==> src/inc/smbts_defines.svh <==
`ifndef SMBTS_DEFINES_SVH
`define SMBTS_DEFINES_SVH
// =====================================================================
// Register indices (byte address is four times the index)
`define SMBTS_IDX_CTRL  8'hC0
`define SMBTS_IDX_CFG   8'hC1
`define SMBTS_IDX_DATA  8'hC2
`define SMBTS_IDX_ADDR  8'hC7
`define SMBTS_IDX_MASK  8'hCF
// =====================================================================
// Field positions of serial_control_status
`define SMBTS_B_MASTER  7
`define SMBTS_B_TRANSMIT_DIRECTION_FLAG  6
`define SMBTS_B_STA     5
`define SMBTS_B_STO     4
`define SMBTS_B_ACK_REQUEST_FLAG   3
`define SMBTS_B_ARBLOST 2
`define SMBTS_B_ACK     1
`define SMBTS_B_SI      0
// Field positions of configuration, mask and own address
`define SMBTS_B_EN      0
`define SMBTS_B_INH     1
`define SMBTS_B_TXERR   7
`define SMBTS_B_AUTOACK 0
`define SMBTS_B_GC      0
// =====================================================================
// Reset values
`define SMBTS_MASK_RST  8'hFE
// =====================================================================
// Timing
`define SMBTS_CLK_NS       5
`define SMBTS_SCL_HALF_NS  5000
`define SMBTS_SCL_HALF_CYC ((`SMBTS_SCL_HALF_NS + `SMBTS_CLK_NS - 1) / `SMBTS_CLK_NS)
`define SMBTS_BITS         4'h8
`endif

==> src/inc/smbts_pkg.sv <==
package smbts_pkg;
   typedef enum logic [2:0] {
      ST_IDLE  = 3'h0,
      ST_START = 3'h1,
      ST_HOLD  = 3'h3,
      ST_SHIFT = 3'h2,
      ST_ACK   = 3'h6,
      ST_STOP  = 3'h7
   } smbts_state_t;

   typedef struct packed {
      smbts_state_t st;
      logic [1:0]   phase;
      logic [3:0]   bitcnt;
      logic [7:0]   sbuf;
      logic         master;
      logic         transmit_direction_flag;
      logic         start_request;
      logic         stop_request;
      logic         ack_request_flag;
      logic         arblost;
      logic         ack;
      logic         si;
      logic         en;
      logic         slave_inhibit;
      logic         txerr;
      logic [7:0]   own;
      logic [7:0]   mask;
      logic         data_wr;
      logic         addr_ph;
      logic         nack_end;
      logic         busy;
      logic         scl_low;
      logic         sda_low;
      logic [15:0]  div;
      logic         pready;
      logic         pslverr;
      logic [7:0]   prd;
   } smbts_regs_t;

   typedef struct packed {
      logic [1:0] s1;
      logic [1:0] s2;
      logic [1:0] s3;
   } smbts_sync_t;
endpackage : smbts_pkg

==> src/inc/smbts_bus_if.sv <==
`timescale 1ns/1ps
`default_nettype none
interface smbts_bus_if;
   logic scl;
   logic sda;
   logic scl_rise;
   logic scl_fall;
   logic start_det;
   logic stop_det;
   modport src  (output scl, sda, scl_rise, scl_fall, start_det, stop_det);
   modport sink (input  scl, sda, scl_rise, scl_fall, start_det, stop_det);
endinterface : smbts_bus_if
`default_nettype wire

==> src/verilog/smbts_sync.sv <==
`timescale 1ns/1ps
`default_nettype none
module smbts_sync
   import smbts_pkg::*;
(
   input  wire logic clk_sys,   // System clock
   input  wire logic rst,       // Asynchronous reset, active high
   input  wire logic scl_pin,   // Raw SCL level
   input  wire logic sda_pin,   // Raw SDA level
   smbts_bus_if.src  bus        // Clean levels and bus events
);
   smbts_sync_t q;
   smbts_sync_t n;

   always_comb begin
      n    = q;
      n.s1 = {sda_pin, scl_pin};
      n.s2 = q.s1;
      n.s3 = q.s2;
   end

   always_ff @(posedge clk_sys or posedge rst) begin
      if (rst) begin
         q <= '1;
      end else begin
         q <= n;
      end
   end

   // Events look at the second and third stages only
   assign bus.scl       = q.s2[0];
   assign bus.sda       = q.s2[1];
   assign bus.scl_rise  = q.s2[0] & ~q.s3[0];
   assign bus.scl_fall  = ~q.s2[0] & q.s3[0];
   assign bus.start_det = q.s2[0] & q.s3[0] & ~q.s2[1] & q.s3[1];
   assign bus.stop_det  = q.s2[0] & q.s3[0] & q.s2[1] & ~q.s3[1];
endmodule : smbts_sync
`default_nettype wire

==> src/verilog/smbts_top.sv <==
`timescale 1ns/1ps
`default_nettype none
`include "smbts_defines.svh"
// Behaviour
// - One 8-bit buffer for sent or received byte
// - Buffer write only while byte-done flag set
// - START enters master; arbitration loss or STOP leaves
// - Byte-done flag set after every byte frame except an auto-NACKed address
// - Receive flag before ACK manual, after automatic
// - Transmit flag after the ACK cycle, and after START
// - Master write sends address with direction zero
// - Stop request ends master transfer with STOP
// - No buffer write after master send: receive
// - Master read drives SCL, slave sends data
// - Manual ack: set ack request, wait software
// - Automatic ack uses preset ack bit first
// - Ack bit one gives ACK, zero NACK
// - Master receiver leaves on STOP, write switches
// - Slave receive on START plus address uninhibited
// - Manual ack: software accepts or ignores address
// - Automatic ack answers matching slave address
// - NACKed address mutes slave until next START
// - Slave receiver leaves on STOP, write switches
// - Slave transmitter samples ACK, flags late write
// - Slave transmitter leaves on STOP, else receives
// - Upper four status bits form the status vector
// - Shift MSB first, buffer holds last byte
// - Auto-ack bit picks firmware or hardware ack
module smbts_top
   import smbts_pkg::*;
#(
   parameter int HALF_CYC = `SMBTS_SCL_HALF_CYC  // System cycles per SCL half period
) (
   input  wire logic        clk_sys,   // System clock, 200 MHz
   input  wire logic        rst,       // Asynchronous reset, active high
   input  wire logic        psel,      // APB select
   input  wire logic        penable,   // APB enable
   input  wire logic        pwrite,    // APB direction
   input  wire logic [31:0] paddr,     // APB byte address
   input  wire logic [31:0] pwdata,    // APB write data
   output var  logic [31:0] prdata,    // APB read data
   output var  logic        pready,    // APB ready
   output var  logic        pslverr,   // APB error, unmapped address
   input  wire logic        scl_in,    // SCL pin level
   output var  logic        scl_out,   // SCL output value, always low
   output var  logic        scl_oe_n,  // SCL pull-down, low while driving
   input  wire logic        sda_in,    // SDA pin level
   output var  logic        sda_out,   // SDA output value, always low
   output var  logic        sda_oe_n   // SDA pull-down, low while driving
);
   localparam logic [15:0] HALF_M1 = 16'(HALF_CYC - 1);

   smbts_regs_t q;
   smbts_regs_t n;
   smbts_bus_if bus ();
   logic        tick;
   logic        gen_on;
   logic        acc;
   logic        wr_go;
   logic        hit;
   logic [7:0]  idx;
   logic [7:0]  rd_val;

   smbts_sync u_sync (
      .clk_sys (clk_sys),
      .rst     (rst),
      .scl_pin (scl_in),
      .sda_pin (sda_in),
      .bus     (bus.src)
   );

   // ==================================================================
   // Helpers
   function automatic logic addr_match(input logic [7:0] b, input logic [7:0] own,
                                       input logic [7:0] msk);
      return (((b[7:1] ^ own[7:1]) & msk[7:1]) == 7'h00) ||
             (own[`SMBTS_B_GC] && (b[7:1] == 7'h00));
   endfunction : addr_match

   // Continue after a finished byte: STOP, repeated START, mute or next byte
   function automatic smbts_regs_t next_byte(input smbts_regs_t r);
      r.bitcnt  = 4'h0;
      r.addr_ph = 1'b0;
      r.sda_low = 1'b0;
      if (r.master && r.stop_request) begin
         r.st      = ST_STOP;
         r.phase   = 2'h0;
         r.sda_low = 1'b1;
         r.scl_low = 1'b1;
      end else if (r.master && r.start_request) begin
         r.st    = ST_START;
         r.phase = 2'h0;
      end else if (r.nack_end) begin
         r.st       = ST_IDLE;
         r.nack_end = 1'b0;
         r.transmit_direction_flag   = 1'b0;
         r.scl_low  = 1'b0;
      end else begin
         r.st      = ST_SHIFT;
         r.transmit_direction_flag  = r.data_wr;
         r.sda_low = r.data_wr & ~r.sbuf[7];
         r.scl_low = r.master;
      end
      r.data_wr = 1'b0;
      return r;
   endfunction : next_byte

   // ==================================================================
   // Register decode
   assign idx = paddr[9:2];
   always_comb begin
      hit = (paddr[1:0] == 2'h0) && (paddr[31:10] == 22'h000000) &&
            (idx == `SMBTS_IDX_CTRL || idx == `SMBTS_IDX_CFG || idx == `SMBTS_IDX_DATA ||
             idx == `SMBTS_IDX_ADDR || idx == `SMBTS_IDX_MASK);
      rd_val = 8'h00;
      case (idx)
         `SMBTS_IDX_CTRL: begin
            rd_val = {q.master, q.transmit_direction_flag, q.start_request, q.stop_request, q.ack_request_flag, q.arblost, q.ack, q.si};
         end
         `SMBTS_IDX_CFG: begin
            rd_val[`SMBTS_B_EN]    = q.en;
            rd_val[`SMBTS_B_INH]   = q.slave_inhibit;
            rd_val[`SMBTS_B_TXERR] = q.txerr;
         end
         `SMBTS_IDX_DATA: rd_val = q.sbuf;
         `SMBTS_IDX_ADDR: rd_val = q.own;
         `SMBTS_IDX_MASK: rd_val = q.mask;
         default:         rd_val = 8'h00;
      endcase
   end

   // ==================================================================
   // Next state
   always_comb begin
      n         = q;
      n.pready  = 1'b0;
      n.pslverr = 1'b0;
      acc       = psel & penable;
      wr_go     = acc & q.pready & pwrite;
      gen_on    = (q.st == ST_START) || (q.st == ST_STOP) ||
                  (q.master && (q.st == ST_SHIFT || q.st == ST_ACK));
      tick      = gen_on && (q.div == HALF_M1);
      n.div     = (tick || !gen_on) ? 16'h0000 : q.div + 16'h0001;

      // APB: one wait state, data and error prepared before pready
      if (acc && !q.pready) begin
         n.pready  = 1'b1;
         n.pslverr = ~hit;
         n.prd     = rd_val;
      end
      if (wr_go && hit) begin
         case (idx)
            `SMBTS_IDX_CTRL: begin
               n.start_request     = pwdata[`SMBTS_B_STA];
               n.stop_request     = pwdata[`SMBTS_B_STO];
               n.ack     = pwdata[`SMBTS_B_ACK];
               n.si      = q.si & pwdata[`SMBTS_B_SI];
               n.arblost = q.arblost & pwdata[`SMBTS_B_ARBLOST];
            end
            `SMBTS_IDX_CFG: begin
               n.en    = pwdata[`SMBTS_B_EN];
               n.slave_inhibit   = pwdata[`SMBTS_B_INH];
               n.txerr = 1'b0;
            end
            `SMBTS_IDX_DATA: begin
               if (q.si) begin
                  n.sbuf    = pwdata[7:0];
                  n.data_wr = 1'b1;
                  if (!q.master && q.transmit_direction_flag && !q.ack) begin
                     n.txerr = 1'b1;
                  end
               end
            end
            `SMBTS_IDX_ADDR: n.own  = pwdata[7:0];
            `SMBTS_IDX_MASK: n.mask = pwdata[7:0];
            default: n.own = q.own;
         endcase
      end

      if (bus.start_det) begin
         n.busy = 1'b1;
      end
      if (bus.stop_det) begin
         n.busy = 1'b0;
      end

      // Master clock generator, waits while a slave stretches SCL
      if (q.master && tick && (q.st == ST_SHIFT || q.st == ST_ACK)) begin
         if (q.scl_low) begin
            n.scl_low = 1'b0;
         end else if (bus.scl) begin
            n.scl_low = 1'b1;
         end
      end

      if (!q.en) begin
         n.st      = ST_IDLE;
         n.master  = 1'b0;
         n.transmit_direction_flag  = 1'b0;
         n.scl_low = 1'b0;
         n.sda_low = 1'b0;
      end else begin
         case (q.st)
            ST_IDLE: begin
               n.scl_low = 1'b0;
               n.sda_low = 1'b0;
               if (q.start_request && !q.busy) begin
                  n.st    = ST_START;
                  n.phase = 2'h0;
               end
            end
            ST_START: begin
               if (q.phase == 2'h0) begin
                  n.sda_low = 1'b0;
                  if (tick && q.scl_low) begin
                     n.scl_low = 1'b0;
                  end else if (tick && bus.scl && bus.sda) begin
                     n.sda_low = 1'b1;
                     n.phase   = 2'h1;
                  end
               end else if (tick) begin
                  n.scl_low = 1'b1;
                  n.master  = 1'b1;
                  n.transmit_direction_flag  = 1'b1;
                  n.start_request     = 1'b0;
                  n.si      = 1'b1;
                  n.bitcnt  = 4'h0;
                  n.addr_ph = 1'b1;
                  n.data_wr = 1'b0;
                  n.st      = ST_HOLD;
               end
            end
            ST_SHIFT: begin
               if (bus.scl_rise && q.bitcnt != `SMBTS_BITS) begin
                  n.sbuf   = {q.sbuf[6:0], bus.sda};
                  n.bitcnt = q.bitcnt + 4'h1;
                  if (q.master && q.transmit_direction_flag && !q.sda_low && !bus.sda) begin
                     n.arblost = 1'b1;
                     n.master  = 1'b0;
                     n.transmit_direction_flag  = 1'b0;
                     n.scl_low = 1'b0;
                  end
               end
               if (bus.scl_fall) begin
                  if (q.bitcnt != `SMBTS_BITS) begin
                     n.sda_low = q.transmit_direction_flag & ~q.sbuf[7];
                  end else if (q.transmit_direction_flag) begin
                     n.sda_low = 1'b0;
                     n.st      = ST_ACK;
                  end else if (!q.mask[`SMBTS_B_AUTOACK]) begin
                     n.si      = 1'b1;
                     n.ack_request_flag   = 1'b1;
                     n.scl_low = 1'b1;
                     n.st      = ST_HOLD;
                  end else begin
                     n.st = ST_ACK;
                     if (q.addr_ph && !q.master) begin
                        n.sda_low  = addr_match(q.sbuf, q.own, q.mask);
                        n.nack_end = ~addr_match(q.sbuf, q.own, q.mask);
                     end else begin
                        n.sda_low = q.ack;
                     end
                  end
               end
            end
            ST_ACK: begin
               if (bus.scl_rise) begin
                  if (q.transmit_direction_flag) begin
                     n.ack = ~bus.sda;
                     n.si  = 1'b1;
                  end else if (q.mask[`SMBTS_B_AUTOACK] && !q.nack_end) begin
                     n.si = 1'b1;
                  end
               end
               if (bus.scl_fall) begin
                  n.sda_low = 1'b0;
                  if (q.si) begin
                     n.scl_low = 1'b1;
                     n.st      = ST_HOLD;
                  end else begin
                     n = next_byte(n);
                  end
               end
            end
            ST_HOLD: begin
               n.scl_low = 1'b1;
               if (!q.si) begin
                  if (q.ack_request_flag) begin
                     n.ack_request_flag   = 1'b0;
                     n.st      = ST_ACK;
                     n.sda_low = q.ack;
                     n.scl_low = q.master;
                     if (q.addr_ph && !q.master && !q.ack) begin
                        n.nack_end = 1'b1;
                     end
                  end else begin
                     n = next_byte(n);
                  end
               end
            end
            ST_STOP: begin
               if (q.phase == 2'h0) begin
                  if (tick) begin
                     n.scl_low = 1'b0;
                     n.phase   = 2'h1;
                  end
               end else if (tick && bus.scl) begin
                  n.sda_low = 1'b0;
                  n.master  = 1'b0;
                  n.stop_request     = 1'b0;
                  n.transmit_direction_flag  = 1'b0;
                  n.st      = ST_IDLE;
               end
            end
            default: n.st = ST_IDLE;
         endcase

         // Slave side: STOP ends, START restarts address reception
         if (!q.master && q.st != ST_START && q.st != ST_STOP) begin
            if (bus.stop_det) begin
               n.st       = ST_IDLE;
               n.transmit_direction_flag   = 1'b0;
               n.nack_end = 1'b0;
               n.scl_low  = 1'b0;
               n.sda_low  = 1'b0;
            end else if (bus.start_det && !q.slave_inhibit) begin
               n.st       = ST_SHIFT;
               n.transmit_direction_flag   = 1'b0;
               n.bitcnt   = 4'h0;
               n.addr_ph  = 1'b1;
               n.nack_end = 1'b0;
               n.data_wr  = 1'b0;
               n.scl_low  = 1'b0;
               n.sda_low  = 1'b0;
            end
         end
      end
   end

   always_ff @(posedge clk_sys or posedge rst) begin
      if (rst) begin
         q      <= '0;
         q.mask <= `SMBTS_MASK_RST;
      end else begin
         q <= n;
      end
   end

   assign prdata   = {24'h000000, q.prd};
   assign pready   = q.pready;
   assign pslverr  = q.pslverr;
   assign scl_out  = 1'b0;
   assign sda_out  = 1'b0;
   assign scl_oe_n = ~q.scl_low;
   assign sda_oe_n = ~q.sda_low;
endmodule : smbts_top
`default_nettype wire

==> config.mk <==
export PLATFORM = sky130hd
export DESIGN_NAME = smbts_top
export DESIGN_NICKNAME = d
export VERILOG_FILES = /design/src/inc/smbts_pkg.sv /design/src/inc/smbts_bus_if.sv /design/src/verilog/smbts_sync.sv /design/src/verilog/smbts_top.sv
export VERILOG_INCLUDE_DIRS = /design/src /design/src/inc
export SDC_FILE = /design/constraint.sdc
export NUM_CORES = 1
export LEC_CHECK = 0
export ABC_CLOCK_PERIOD_IN_PS = 6500
export BUFFER_PORTS_ARGS = -buffer_cell sky130_fd_sc_hd__buf_2
export CAP_MARGIN = 20
export CORE_ASPECT_RATIO = 0.7
export CORE_MARGIN = 3
export CORE_UTILIZATION = 47
export CTS_BUF_LIST = sky130_fd_sc_hd__clkbuf_8
export CTS_CLUSTER_SIZE = 20
export DETAILED_ROUTE_END_ITERATION = 16
export PLACE_DENSITY = 0.7
export SETUP_SLACK_MARGIN = 0.5
export SYNTH_ARGS = -nofsm -noshare
export SYNTH_HDL_FRONTEND = slang
export SYNTH_SLANG_ARGS = --single-unit
==> constraint.sdc <==
create_clock -name clk_sys -period 6.5 [get_ports clk_sys]
set_input_delay 0.325 -clock clk_sys [delete_from_list [all_inputs] [get_ports clk_sys]]
set_output_delay 0.325 -clock clk_sys [all_outputs]
set_load 0.02 [all_outputs]
After elaboration in Yosys (flattened, before gate mapping)
Cells that the tools add are included.
- input bits: 71
- bits in read-only memories: 0
- RAM bits: 0
- bits in latches: 0
- memories: 0
- output and inout port bits: 38
- word-level logic and storage cells: 323
- register bits after elaboration: 82
- reductions and logical operators: 56
- $add $sub $neg: 2
- muxes and demuxes: 171
- shift operators: 0
- order comparisons: 0
- div/mod/pow operators: 0
- multipliers: 0
- bitwise operators: 27
- equal/unequal tests: 37
- operator list (kind ; count):
    2-to-1 mux 76 bit ; 2
    2-to-1 mux 2 bit ; 36
    2-to-1 mux 1 bit ; 64
    2-to-1 mux 3 bit ; 19
    case mux 26 bit (2 select lines) ; 1
    2-to-1 mux 5 bit ; 10
    2-to-1 mux 8 bit ; 6
    2-to-1 mux 45 bit ; 1
    equality test 8 bit (second input constant) ; 5
    case mux 19 bit (2 select lines) ; 1
    case mux 2 bit (5 select lines) ; 3
    2-to-1 mux 29 bit ; 1
    logical AND 1 bit ; 27
    2-to-1 mux 27 bit ; 1
    2-to-1 mux 26 bit ; 1
    inequality test 2 bit (second input constant) ; 13
    case mux 8 bit (3 select lines) ; 1
    2-to-1 mux 23 bit ; 1
    zero test 22 bit ; 1
    2-to-1 mux 4 bit ; 5
    case mux 5 bit (4 select lines) ; 1
    2-to-1 mux 18 bit ; 1
    case mux 3 bit (6 select lines) ; 1
    adder 16 x 1 -> 16 bit (second input constant) ; 1
    other kinds (35) ; 90

Logic depth before layout (Yosys ltp)
- depth after elaboration: 24
- gate-level depth with buffers: 10
- mapped depth without buffers: 9

Modules after synthesis
From an unflattened synthesis, not the netlist that was laid out.
- cells, all modules: 565
- area, all modules: 5079.9 um2
- modules (own cells, without submodules) (module ; area an instance (um2) ; instances ; cells each ; sequential area each (um2)):
    smbts_top ; 4885.9 ; 1 ; 554 ; 1910.6
    smbts_sync ; 193.9 ; 1 ; 11 ; 157.7

Worst setup path before layout
OpenSTA, ideal clock, no wires.
- path type: input to register
- start point: input port paddr[5]
- end point: register q[57] (netlist name)
- data arrival time: 2370 ps
- stages: 8
- slack: 3992 ps
- library setup time: 138 ps
- cells stage by stage: clkbuf_1 or4_4 nor3_4 nor3b_4 mux2i_1 nor4b_2 a2111oi_1 o22ai_1
- RTL lines (element ; RTL line ; text):
    start, declared ; smbts_top.sv:39 ; input wire logic [31:0] paddr,
    end signal, assigned ; smbts_top.sv:345 ; q <= n;
    end, declared ; smbts_top.sv:53 ; smbts_regs_t q;

Worst setup path after layout
- start point: register q[14] (netlist name)
- end point: register q[67] (netlist name)
- cells in the longest elaborated chain, start to end: 8
- ends and longest elaborated chain (element ; RTL line ; text):
    equality test 16 x 10 -> 1 bit (*) ; smbts_top.sv:142 ; tick = gen_on && (q.div == HALF_M1);
    logical AND 1 bit (*) ; smbts_top.sv:142 ;
    2-to-1 mux 4 bit (*) ; smbts_top.sv:221 ; end else if (tick) begin
    2-to-1 mux 4 bit (*) ; smbts_top.sv:213 ; if (q.phase == 2'h0) begin
    case mux 4 bit (4 select lines) (*) ; smbts_top.sv:203 ; case (q.st)
    2-to-1 mux 4 bit ; smbts_top.sv:326 ; end else if (bus.start_det && !q.slave_inhibit) begin
    2-to-1 mux 4 bit ; smbts_top.sv:320 ; if (bus.stop_det) begin
    2-to-1 mux 4 bit (*) ; smbts_top.sv:319 ; if (!q.master && q.st != ST_START && q.st != ST_STOP) begin
Mark *: on every way between the ends. The rest lies on a longest branch, timed or not.
A chain may end at the register's enable or synchronous reset.

==> metrics.yaml <==
clocking:
  cts_tree: "built"
  insertion_delay_ns: 0.36
  post_cts_buffers: 0
  clock-root-buffer: "clkbuf_8"
  clock_path_buffers: 2
  clkTransAtPathRegs_ns: 0.08
  cts.repair.resized: 0
  clkSinkCount: 82
  cts_buffers: 9
  cts_max_level: 3
die:
  fp.dieW_um: 132
  rows: 31
  dieArea_um2: 12400
  core_um2: 10600
  start_util: 0.492
  die_h_um: 93.9
  pin_count: 109
global_route:
  grt_pass1_wl_um: 21700
  grt_max_degree: 83
  grt_usage: 0.220
  first_global_vias: 4021
  overflow: 0
  antenna_found_initial: 0
setup_path:
  cp-start-kind: "flip-flop"
  critPathKind: "flip-flop to flip-flop"
  crit_path_end_kind: "flip-flop"
  cp_max_fo: 6
  crit_chain: "or4_4, nor4_1, nor3b_2, nor2_1, nor3_1, o21ai_1, mux2_2"
  worstPathBufferInverterCount: 0
  cp_data_arrival_time_ns: 3.16
  critical_path.max_stage_delay_ns: 0.61
  cp_slowest_cell: "nor3b_2"
  critPathRequiredTime_ns: 6.75
  cp_top_family: "simple AND/OR/NAND/NOR gates"
yosys:
  synth_edf_count: 0
  synth_compound_area_frac: 0.164
  synthCells: 569
  synth_flop_cell: "dfrtp_1"
  yosys.area_share.simple: 0.219
  ys_ff_latch: 82
  yosysSeqAreaShare: 0.399
  ys_warn_count: 0
  synthAdderAreaFrac: 0.00724
  synth_area_um2: 5190
  ys_types: 69
  synth_async_sr_flop_share: 1.00
  synthMuxAreaShare: 0.0977
  synth_top_family_by_area: "simple AND/OR/NAND/NOR gates"
  synth-xor-area-share: 0.0338
  synth_area_per_cell_um2: 9.12
route:
  wl_um: 13600
  via_per_inst: 5.80
  drc_errors: 0
  wl_per_cell_um: 17.8
  final_antenna_net_count: 0
  num_vias: 4412
  drt_iter0_markers: 507
  drt_first_pass_iters: 5
final_layout:
  areaGrowthSynthToFinish_pct: 9.65
  num-nets-final: 682
  n_fill_cell: 988
  fin_util: 0.539
  diodes: 0
  drive_above_1_share: 0.210
pwr:
  leakage_nw: 2.34
  ir_worst_vdd_mv: 0.104
  power-per-cell-area_nw_per_um2: 174
status:
  status: "finished clean"
timing:
  setup_viol: 0
  rsz0062_at_grt: "no"
  finClkSkew_ns: 0.0106
  tightest_slew_ns: 0.906
  hold_violations: 0
  post-route-period-util: 0.448
  finalMaxSlewViolations: 0
  clock.fmax_mhz: 343
  hold_slack_ns: 0.0590
  fin_crit_ns: 2.91
  finalSetupTns_ns: 0
  maxSlewHeadroom: 0.396
place:
  place_hpwl_um: 9920
  io_buffers: 58
  finalWeightedCongestion: 0.938
worst_hold_path:
  hold_class: "input pin to flip-flop"
flow_run:
  maxCapViolCount: 0
## layout make-up
type | instances | area, um2 | share of cell area
multi-input cells | 438 | 2810 | 0.495
flip-flops and latches | 82 | 2070 | 0.364
repair buffers | 63 | 350 | 0.0616
well taps | 148 | 185 | 0.0326
clock buffers | 9 | 124 | 0.0218
clock inverters | 7 | 93.8 | 0.0165
inverters | 14 | 53.8 | 0.00946
## cell families (layout without fill, tap and decap cells)
| family | after synthesis | count (layout) |
|---|---|---|
| compound gates | 131 | 131 |
| xor+xnor | 20 | 20 |
| fa+ha+maj | 3 | 3 |
| buf+inv | 74 | 93 |
| flops | 82 | 82 |
| mux | 48 | 48 |
| other cells | 1 | 26 |
| simple gates | 210 | 210 |
## cells in the final DEF (no fill, tap or decap), types with 5 or more instances in the layout
cell	count
nand2b_1	11
nor2b_1	5
mux2_2	20
mux2i_1	27
nor2_1	50
a21oi_1	18
o21a_1	7
clkbuf_8	9
nor3_1	7
and2_1	7
inv_1	14
a31oi_1	9
nand3_1	19
o21ai_0	43
conb_1	26
dfstp_2	13
nand4_1	8
dfrtp_1	69
nor4_1	9
nand2_1	58
a221oi_1	8
buf_2	58
and3_1	5
xor2_1	16
## repair_timing
item | in CTS | in global routing
hold endpoints to repair | 0 | 4
endpoints found under the setup margin | 0 | 0
hold buffers | 0 | 1
## synthesized netlist by cell type, types with 8 or more instances
cell type	number	area, um2
dfrtp_1	69	1730
nand2_1	58	218
a21oi_1	18	90.1
nand4_1	8	50.1
a221oi_1	8	70.1
buf_4	34	255
o21ai_0	43	215
dfstp_2	13	342
nor2_1	50	188
nand3_1	19	95.1
xor2_1	16	140
nand2b_1	11	68.8
inv_1	14	52.6
a31oi_1	9	56.3
mux2i_1	27	270
clkbuf_1	25	93.8
nor4_1	9	56.3
mux2_2	20	225
## path summary, 6_finish.rpt
kind                              from        endpoint  slack [ns]  depth (start not counted)
max                              q[14]           q[67]        3.59                          7
min                             scl_in     u_sync.n[2]        0.06                          1
max reg2reg                      q[14]           q[67]        3.59                          7
min reg2reg                u_sync.n[3]  u_sync.bus.sda        0.36                          0
max in group asynchronous          rst           q[36]        5.33                          5
min in group asynchronous          rst           q[19]        0.52                          4
## metal layers
metal  track usage  wire length [um]  vias up
met5             0                 0        -
met4        0.0490               118        0
met3        0.0755              1440       10
met2         0.301              5430      221
met1         0.332              6580     2091
li1              -                 -     2090
## power breakdown
| part | internal (mW) | switching (mW) | total [mW] |
|---|---|---|---|
| Combinational | 0.0192 | 0.0446 | 0.0638 |
| Sequential | 0.515 | 0.00407 | 0.519 |
| Clock | 0.216 | 0.190 | 0.406 |
| Total | 0.750 | 0.238 | 0.988 |
## registers in the layout, summed over array words and instances (netlist names)
name	count
prdata	8
u_sync.bus.sda	1
pready	1
u_sync.bus.scl	1
u_sync.n	2
u_sync.q	2
pslverr	1
q	66
## worst reg2reg max path, stage by stage (launching register included)
cell,delay [ns]
dfrtp_1,0.43
or4_4,0.57
nor4_1,0.42
nor3b_2,0.61
nor2_1,0.14
nor3_1,0.22
o21ai_1,0.10
mux2_2,0.31
## metrics by stage
step	worst slack, ns	cell area (um2)	cells	total power, mW
floorplan	3.99	5280	594	0.575
global placement	3.49	5430	742	0.588
detailed placement	3.44	5430	742	0.589
CTS	3.62	5640	758	0.994
global route	3.36	5690	761	1.03
finish	3.59	5690	761	0.988
(Power assumes the default switching activity.)
